==> config.mk <==
export PLATFORM = sky130hd
export DESIGN_NAME = usps_power_seq
export DESIGN_NICKNAME = d
export VERILOG_FILES = /design/src/usps_pkg.sv /design/src/usps_power_seq.sv
export SDC_FILE = /design/constraint.sdc
export NUM_CORES = 1
export LEC_CHECK = 0
export ABC_AREA = 0
export BUFFER_PORTS_ARGS = -buffer_cell sky130_fd_sc_hd__buf_2
export CAP_MARGIN = 30
export CORE_ASPECT_RATIO = 1.1
export CORE_UTILIZATION = 55
export DETAILED_ROUTE_END_ITERATION = 10
export PLACE_DENSITY = 0.75
export SKIP_CTS_REPAIR_TIMING = 1
export SLEW_MARGIN = 20
export SYNTH_ARGS = -nofsm -noshare
export SYNTH_HDL_FRONTEND = slang
export SYNTH_SLANG_ARGS = --single-unit
==> constraint.sdc <==
create_clock -name core_clk -period 3.1 [get_ports core_clk]
set_input_delay 0.93 -clock core_clk [delete_from_list [all_inputs] [get_ports core_clk]]
set_output_delay 0.93 -clock core_clk [all_outputs]
set_load 0.1 [all_outputs]
==> src/usps_pkg.sv <==
// constants for the suspend, wake-up and power-state sequencer
package usps_pkg;
    localparam int CLK_HZ = 40_000_000;
    localparam int US_PER_MS = 1000;
    localparam int TICK_CYC = CLK_HZ / 1_000_000;
    localparam int TICK_W = 6;
    localparam int TMR_W = 14;
    localparam int POR_W = 8;

    // times as printed, in milliseconds
    localparam int IDLE_SUSPEND_MS = 3;
    localparam int SUSPEND_FLAG_MIN_MS = 5;
    localparam int RESUME_MS = 5;
    localparam int RWK_DELAY_MS = 5;
    localparam int RWK_DRIVE_MS = 10;

    // the same times as counts of microsecond ticks
    localparam int IDLE_SUSPEND_US = IDLE_SUSPEND_MS * US_PER_MS;
    localparam int SUSPEND_FLAG_MIN_US = SUSPEND_FLAG_MIN_MS * US_PER_MS;
    localparam int RESUME_US = RESUME_MS * US_PER_MS;
    localparam int RWK_DELAY_US = RWK_DELAY_MS * US_PER_MS;
    localparam int RWK_DRIVE_US = RWK_DRIVE_MS * US_PER_MS;

    // clock cycles that the internal reset stays on once the regulator is stable
    localparam int POR_HOLD_CYC = 16;

    // reference clock codes on the two frequency-select pins
    localparam logic [1:0] REF_12M = 2'h0;
    localparam logic [1:0] REF_19M2 = 2'h1;
    localparam logic [1:0] REF_24M = 2'h2;
    localparam logic [1:0] REF_BAD = 2'h3;

    typedef enum logic [5:0] {
        ST_OFF = 6'h01,
        ST_POWERUP = 6'h02,
        ST_RUN = 6'h04,
        ST_SUSPEND_FLAG = 6'h08,
        ST_WAKE = 6'h10,
        ST_DEEP = 6'h20
    } usps_state_t;

    typedef enum logic [2:0] {
        RW_IDLE = 3'h1,
        RW_WAIT = 3'h2,
        RW_DRIVE = 3'h4
    } usps_rwk_t;

    typedef struct packed {
        usps_state_t st;
        usps_rwk_t rwkPh;
        logic [TICK_W-1:0] tickCnt;
        logic [TMR_W-1:0] idleCnt;
        logic [TMR_W-1:0] tmr;
        logic [TMR_W-1:0] rwkCnt;
        logic [POR_W-1:0] porCnt;
        logic idleDone;
        logic suspFlag;
        logic resmFlag;
        logic gosPrev;
        logic rsuPrev;
        logic pwrPrev;
        logic writeLock;
        logic driveK;
        logic busPres;
        logic [1:0] refCode;
    } usps_regs_t;
endpackage : usps_pkg

==> src/usps_power_seq.sv <==
// suspend, resume, remote wake-up and regulator power sequencer
`timescale 1ns/1ps
`default_nettype none

module usps_power_seq
    import usps_pkg::*;
#(
    parameter logic [TMR_W-1:0] IDLE_US = TMR_W'(IDLE_SUSPEND_US),
    parameter logic [TMR_W-1:0] SUSPEND_FLAG_US = TMR_W'(SUSPEND_FLAG_MIN_US),
    parameter logic [TMR_W-1:0] RESM_US = TMR_W'(RESUME_US),
    parameter logic [TMR_W-1:0] RWKD_US = TMR_W'(RWK_DELAY_US),
    parameter logic [TMR_W-1:0] RWKK_US = TMR_W'(RWK_DRIVE_US),
    parameter logic [TICK_W-1:0] TICK_N = TICK_W'(TICK_CYC),
    parameter logic [POR_W-1:0] POR_N = POR_W'(POR_HOLD_CYC)
) (
    input wire logic core_clk, // 40 MHz core clock
    input wire logic rst, // async reset, active high
    input wire logic extResetN, // external reset pin, active low
    input wire logic sofSeen, // start-of-frame received, pulse
    input wire logic busIdle, // bus in idle (J) state
    input wire logic busK, // host drives K-state (global resume)
    input wire logic busPresenceIn, // bus supply present
    input wire logic csN, // chip select pin, active low
    input wire logic read_strobe_n, // read strobe pin, active low
    input wire logic wake_on_select, // allow select-pulse wake from suspend
    input wire logic suspend_irq_enable, // suspend interrupt enable
    input wire logic resume_irq_enable, // resume interrupt enable
    input wire logic clocks_always_on, // keep clocks running in suspend
    input wire logic enter_suspend_strobe, // enter-suspend control bit
    input wire logic send_resume_strobe, // remote wake-up control bit
    input wire logic unlockCmd, // unlock command, pulse
    input wire logic clrSuspendFlag, // clear suspend flag, pulse
    input wire logic clrResumeFlag, // clear resume flag, pulse
    input wire logic regulator_power_on, // regulator power bit
    input wire logic regulator_suspend, // regulator suspend bit
    input wire logic remoteWakeDev, // remote wake from attached device
    input wire logic overcurrent, // bus supply overcurrent
    input wire logic regReady, // regulator output stable
    input wire logic pllLocked, // oscillator and PLL settled
    input wire logic pll_freq_sel_a, // reference select pin a
    input wire logic pll_freq_sel_b, // reference select pin b
    output logic suspend_flag, // suspend status flag
    output logic resumeFlag, // resume status flag
    output logic periphIrq, // peripheral interrupt request
    output logic bus_presence_status, // registered bus presence
    output logic suspended, // peripheral in suspend state
    output logic oscEnable, // oscillator and PLL enable
    output logic periphClkEnable, // peripheral clock gate
    output logic hostClkEnable, // host clock gate
    output logic regulatorEnable, // regulator powered
    output logic regulatorSuspended, // regulator in suspend
    output logic porActive, // internal power-on reset
    output logic driveK, // drive K-state on the bus
    output logic writeLock, // register writes blocked
    output logic [1:0] pllRefCode, // decoded reference frequency
    output logic pllRefValid // reference select legal
);

    function automatic logic [1:0] ref_decode(input logic a, input logic b);
        case ({b, a})
            2'h0: ref_decode = REF_12M;
            2'h1: ref_decode = REF_19M2;
            2'h2: ref_decode = REF_24M;
            default: ref_decode = REF_BAD;
        endcase
    endfunction : ref_decode

    usps_regs_t r_reg;
    usps_regs_t r_next;
    logic usTick;
    logic gosFall;
    logic rsuFall;
    logic pwrFall;
    logic selWake;
    logic suspWake;
    logic devWake;
    logic suspSet;
    logic resmSet;
    logic suspOpen;

    always_comb begin
        r_next = r_reg;
        usTick = (r_reg.tickCnt == TICK_N - TICK_W'(1));
        r_next.tickCnt = usTick ? '0 : r_reg.tickCnt + TICK_W'(1);
        gosFall = r_reg.gosPrev & ~enter_suspend_strobe;
        rsuFall = r_reg.rsuPrev & ~send_resume_strobe;
        pwrFall = r_reg.pwrPrev & ~regulator_power_on;
        selWake = ~csN & ~read_strobe_n;
        suspOpen = (r_reg.tmr >= SUSPEND_FLAG_US);
        suspWake = busK | (selWake & wake_on_select);
        devWake = selWake | remoteWakeDev | overcurrent | busK;
        suspSet = 1'b0;
        resmSet = 1'b0;
        r_next.gosPrev = enter_suspend_strobe;
        r_next.rsuPrev = send_resume_strobe;
        r_next.pwrPrev = regulator_power_on;
        r_next.busPres = busPresenceIn;
        r_next.refCode = ref_decode(pll_freq_sel_a, pll_freq_sel_b);
        if (unlockCmd) begin
            r_next.writeLock = 1'b0;
        end
        // idle watch: one flag per continuous idle stretch
        if (r_reg.st == ST_RUN && busIdle && !sofSeen) begin
            if (!r_reg.idleDone && usTick) begin
                if (r_reg.idleCnt == IDLE_US - TMR_W'(1)) begin
                    r_next.idleDone = 1'b1;
                    r_next.idleCnt = '0;
                    suspSet = 1'b1;
                end else begin
                    r_next.idleCnt = r_reg.idleCnt + TMR_W'(1);
                end
            end
        end else begin
            r_next.idleCnt = '0;
            r_next.idleDone = 1'b0;
        end
        case (r_reg.st)
            ST_OFF: begin
                if (devWake) begin
                    r_next.st = ST_POWERUP;
                    r_next.porCnt = '0;
                end
            end
            ST_POWERUP: begin
                if (!regReady) begin
                    r_next.porCnt = '0;
                end else if (r_reg.porCnt == POR_N - POR_W'(1)) begin
                    r_next.st = ST_RUN;
                end else begin
                    r_next.porCnt = r_reg.porCnt + POR_W'(1);
                end
            end
            ST_RUN: begin
                if (gosFall) begin
                    r_next.st = ST_SUSPEND_FLAG;
                    r_next.tmr = '0;
                end else if (regulator_power_on && regulator_suspend) begin
                    r_next.st = ST_DEEP;
                end
            end
            ST_SUSPEND_FLAG: begin
                if (!suspOpen) begin
                    if (usTick) begin
                        r_next.tmr = r_reg.tmr + TMR_W'(1);
                    end
                end else if (suspWake || rsuFall) begin
                    r_next.st = ST_WAKE;
                    r_next.tmr = '0;
                    resmSet = 1'b1;
                end else if (regulator_power_on && regulator_suspend) begin
                    r_next.st = ST_DEEP;
                end
            end
            ST_DEEP: begin
                if (devWake) begin
                    r_next.st = ST_WAKE;
                    r_next.tmr = '0;
                    resmSet = 1'b1;
                end
            end
            ST_WAKE: begin
                if (usTick) begin
                    if (r_reg.tmr == RESM_US - TMR_W'(1)) begin
                        r_next.st = ST_RUN;
                        r_next.writeLock = 1'b1;
                    end else begin
                        r_next.tmr = r_reg.tmr + TMR_W'(1);
                    end
                end
            end
            default: begin
                r_next.st = ST_OFF;
            end
        endcase
        // remote wake-up: delay, then K-state
        case (r_reg.rwkPh)
            RW_IDLE: begin
                if (rsuFall && (r_reg.st == ST_RUN || (r_reg.st == ST_SUSPEND_FLAG && suspOpen))) begin
                    r_next.rwkPh = RW_WAIT;
                    r_next.rwkCnt = '0;
                end
            end
            RW_WAIT: begin
                if (usTick) begin
                    if (r_reg.rwkCnt == RWKD_US - TMR_W'(1)) begin
                        r_next.rwkPh = RW_DRIVE;
                        r_next.rwkCnt = '0;
                    end else begin
                        r_next.rwkCnt = r_reg.rwkCnt + TMR_W'(1);
                    end
                end
            end
            RW_DRIVE: begin
                if (usTick) begin
                    if (r_reg.rwkCnt == RWKK_US - TMR_W'(1)) begin
                        r_next.rwkPh = RW_IDLE;
                    end else begin
                        r_next.rwkCnt = r_reg.rwkCnt + TMR_W'(1);
                    end
                end
            end
            default: begin
                r_next.rwkPh = RW_IDLE;
            end
        endcase
        if (!extResetN || pwrFall) begin
            r_next.st = ST_OFF;
            r_next.rwkPh = RW_IDLE;
            r_next.writeLock = 1'b0;
        end
        r_next.driveK = (r_next.rwkPh == RW_DRIVE);
        // a set in the same cycle as a clear wins
        r_next.suspFlag = suspSet | (r_reg.suspFlag & ~clrSuspendFlag);
        r_next.resmFlag = resmSet | (r_reg.resmFlag & ~clrResumeFlag);
    end

    always_ff @(posedge core_clk or posedge rst) begin
        if (rst) begin
            r_reg <= '{st: ST_OFF, rwkPh: RW_IDLE, default: '0};
        end else begin
            r_reg <= r_next;
        end
    end

    assign suspend_flag = r_reg.suspFlag;
    assign resumeFlag = r_reg.resmFlag;
    assign periphIrq = (r_reg.suspFlag & suspend_irq_enable) |
                       (r_reg.resmFlag & resume_irq_enable);
    assign bus_presence_status = r_reg.busPres;
    assign suspended = (r_reg.st == ST_SUSPEND_FLAG);
    assign oscEnable = (r_reg.st == ST_RUN) || (r_reg.st == ST_WAKE) ||
                       (r_reg.st == ST_POWERUP) || (suspended && clocks_always_on);
    assign periphClkEnable = oscEnable && pllLocked && (r_reg.st != ST_POWERUP);
    assign hostClkEnable = pllLocked && ((r_reg.st == ST_RUN) || (r_reg.st == ST_WAKE) ||
                                         suspended);
    assign regulatorEnable = (r_reg.st != ST_OFF);
    assign regulatorSuspended = (r_reg.st == ST_DEEP);
    assign porActive = (r_reg.st == ST_OFF) || (r_reg.st == ST_POWERUP);
    assign driveK = r_reg.driveK;
    assign writeLock = r_reg.writeLock;
    assign pllRefCode = r_reg.refCode;
    assign pllRefValid = (r_reg.refCode != REF_BAD);
endmodule : usps_power_seq

`default_nettype wire

==> summary.md <==
| Metric | Value |
|---|---|
| Status | finished clean |
| Routed Antenna Nets | 0 |
| Rel. slew slack | between 40% and 50% |
| Max clock buf depth | 2 |
| GR Util All Layers | roughly 27% |
| Library cells used by synthesis | 74 |
| Vias per cell | 6.29 |
| Die Ht | 96.2 um |
| # setup viols final | 0 |
| Fin crit period | 2.99 ns |
| CP required | ~2.2 ns |
| Synth top area cells | dfrtp_1 42%, o21ai_0 5.5%, nand2_1 3.4%, nand3_1 2.8%, a21oi_1 2.7% |
| Total Die Area | approximately 0.0084 sq mm |
| R2r setup slk | ~0.36 ns |
| Cts bufs inserted | 9 |
| #FFs+latches synth | 76 |
| Placed Cells | about 630 |
| Peak VDD IR | roughly 300 uV |
| Top Usage Layer GRT | met2 |
| Final instance area | between 0.005 and 0.006 sq mm |
| Final HPWL DP | between 7 and 8 mm |
| Achievable frequency | about 0.33 GHz |
| Synth top area share | about two fifths |
| Met3 global-route usage | approximately 4.7% |
| Placed inst area | between 0.004 and 0.005 sq mm |
| Final Non-Filler Cells | 651 |
| IO Port Bufs | 41 |
| Ys async rst share | 100% |
| Synth Instances | between 400 and 500 |
| Drt pass-1 iters | 6 |
| Hold Crit Depth | 1 |
| CP Capture Type | primary output |
| Grt ovf | 0 |
| Slew Limit Fails | 0 |
| Core area | 0.00764 sq mm |
| Post-synth EDFFs | 0 |
| Max FO, Critical Path | 7 |
| Avg Cell Area, Syn | 8.94 sq um |
| Vias | ~4,100 |
| Hold_ws | about 0.48 ns |
| Die width | ~88 um |
| Worst skew pair latency | 0.36 ns |
| Leading area contributor after synthesis | dfrtp_1 |
| Final hold violation count | 0 |
| Leak | between 2 and 2.5 nW |
| Post-layout nets | between 500 and 600 |
| Max reg flops | ~70 |
| Total wire length | between 10 and 15 mm |
| Initial Util | approximately three fifths |
| Layout Skew | between 0.015 and 0.02 ns |
| ANT cells | 0 |
| Worst R2R Path Depth | 7 |
| Row Count | 33 |
| CP Launch Type | register |
| Synth warnings | 0 |
| Crit path kind | register to primary output |
| Routability Congestion | between 0.8 and 0.9 |
| Worst slew pin tran | around 0.89 ns |
| Root buf cell | clkbuf_8 |
| Synth Cell Area | 0.00444 sq mm |
| Layout cells sized above 1 | between 10% and 20% |
| Routing usage on met1 | 37.6% |
| Max-cap check violation count | 0 |
| Period utilization | around 96% |
| Register area share after synthesis | roughly 43% |
| P&R area growth vs syn | 15.5% |
| RSZ-0062 raised after global routing | false |
| Initial DRC count | about 280 |
| Arrival time worst endpoint | roughly 2 ns |
| # IOs | 42 |
| Met2 Use GR | between 40% and 50% |
| Power Dens Cells | between 400 and 500 mW/mm^2 |
| Syn nets | 528 |
| Vias in the first global route | 3,810 |
| Largest net degree at the start of global routing | 34 |
| CTS clk-pin slew, worst paths | ~0.10 ns |
| Routed len/inst | 16.3 um |
| H-tree depth | 3 |
| Hold Path Class | register to register |
| First-pass GRT wire length | ~18 mm |
| TritonCTS clock tree | done |
| Clock sink total | 76 |
| Initial antenna violation count | 0 |
| DRC Markers | 0 |
| Top_reg_cell synth | dfrtp_1 |
## synth_stat cells (8+ instances only)
cell and n:
nand2b_1 11, nor4_1 8, mux2i_1 11, dfrtp_1 74, o22ai_1 11, and3_1 14
nand3_1 25, nor2_1 32, clkbuf_1 13, nand4_1 16, a21oi_1 24, nand2_1 40
o21ai_0 49, nor3_1 13, inv_1 21
## cells in the final DEF, fill, tap and decap left out, types with 4 or more instances in the layout
| cell | n |
|---|---|
| a211oi_1 | 5 |
| a21oi_1 | 24 |
| a31oi_1 | 5 |
| and3_1 | 13 |
| buf_12 | 5 |
| buf_2 | 37 |
| buf_4 | 15 |
| clkbuf_8 | 9 |
| dfrtp_1 | 74 |
| ha_1 | 6 |
| inv_1 | 19 |
| mux2i_1 | 11 |
| nand2_1 | 38 |
| nand2b_1 | 11 |
| nand3_1 | 23 |
| nand4_1 | 16 |
| nor2_1 | 31 |
| nor2b_1 | 5 |
| nor3_1 | 13 |
| nor4_1 | 7 |
| o21ai_0 | 49 |
| o21ai_1 | 6 |
| o21bai_1 | 7 |
| o22ai_1 | 11 |
| o31ai_1 | 7 |
| or3_1 | 4 |
| or4_1 | 7 |
## critical path, stage by stage, from the launching register on
cell     delay (ns)
dfrtp_1        0.49
nor4_2         0.41
and2_1         0.32
buf_2          0.48
## kinds of logic (layout without fill, tap and decap cells)
family                   Yosys count  in the layout  share of synthesized area [%]
adder cells (fa/ha/maj)            6              6                           1.69
AO/OA/AOI/OAI                    144            144                           20.7
multiplexers                      11             11                           2.48
XOR/XNOR                           4              4                          0.790
flip-flops                        76             76                           42.9
AND/OR/NAND/NOR                  210            210                           26.7
buffers and inverters             45             95                           4.71
## final cells by class
type	instances	area, sq um
Sequential cell	76	1900
Multi-Input combinational cell	375	2370
Clock buffer	9	124
Fill cell	641	2520
Timing Repair Buffer	58	405
Tap cell	105	131
Inverter	21	82.6
Clock inverter	7	105
## metrics by stage
| step | TNS [ns] | total power [mW] | util (%) | setup WS, ns |
|---|---|---|---|---|
| 4_1_cts | 0 | 2.32 | 66.7 | 0.0456 |
| 3_3_place_gp | 0 | 1.43 | 63.7 | 0.164 |
| 5_1_grt | 0 | 2.41 | 67.0 | 0.0296 |
| 6_report | 0 | 2.32 | 67.0 | 0.111 |
| 2_1_floorplan | -0.0645 | 1.33 | - | -0.0645 |
| 3_5_place_dp | 0 | 1.44 | 63.7 | 0.0324 |
## path summary, 6_finish.rpt
kind | start | endpoint
min reg2reg | r_reg[60]$_DFFE_PP0P_ | r_reg[60]$_DFFE_PP0P_
min | r_reg[60]$_DFFE_PP0P_ | r_reg[60]$_DFFE_PP0P_
max in group asynchronous | rst | writeLock$_DFF_PP0_
max | r_reg[71]$_DFFE_PP0P_ | regulatorSuspended
min in group asynchronous | rst | r_reg[12]$_DFFE_PP0P_
max reg2reg | r_reg[19]$_DFFE_PP0P_ | r_reg[25]$_DFFE_PP0P_
## where the power goes
group	leakage [nW]	switching [mW]	internal [mW]	total (mW)
clock network	0.113	0.422	0.468	0.890
logic	1.17	0.251	0.106	0.358
registers	0.986	0.0430	1.03	1.07
## layer usage
| metal | wire length, um | share of wire [%] | vias up |
|---|---|---|---|
| li1 | - | - | 1950 |
| met1 | 4890 | 46 | 1961 |
| met2 | 4880 | 46 | 170 |
| met3 | 716 | 6.7 | 15 |
| met4 | 146 | 1.4 | 0 |
| met5 | 0 | 0 | - |
Power figures use the tool's default switching activity.
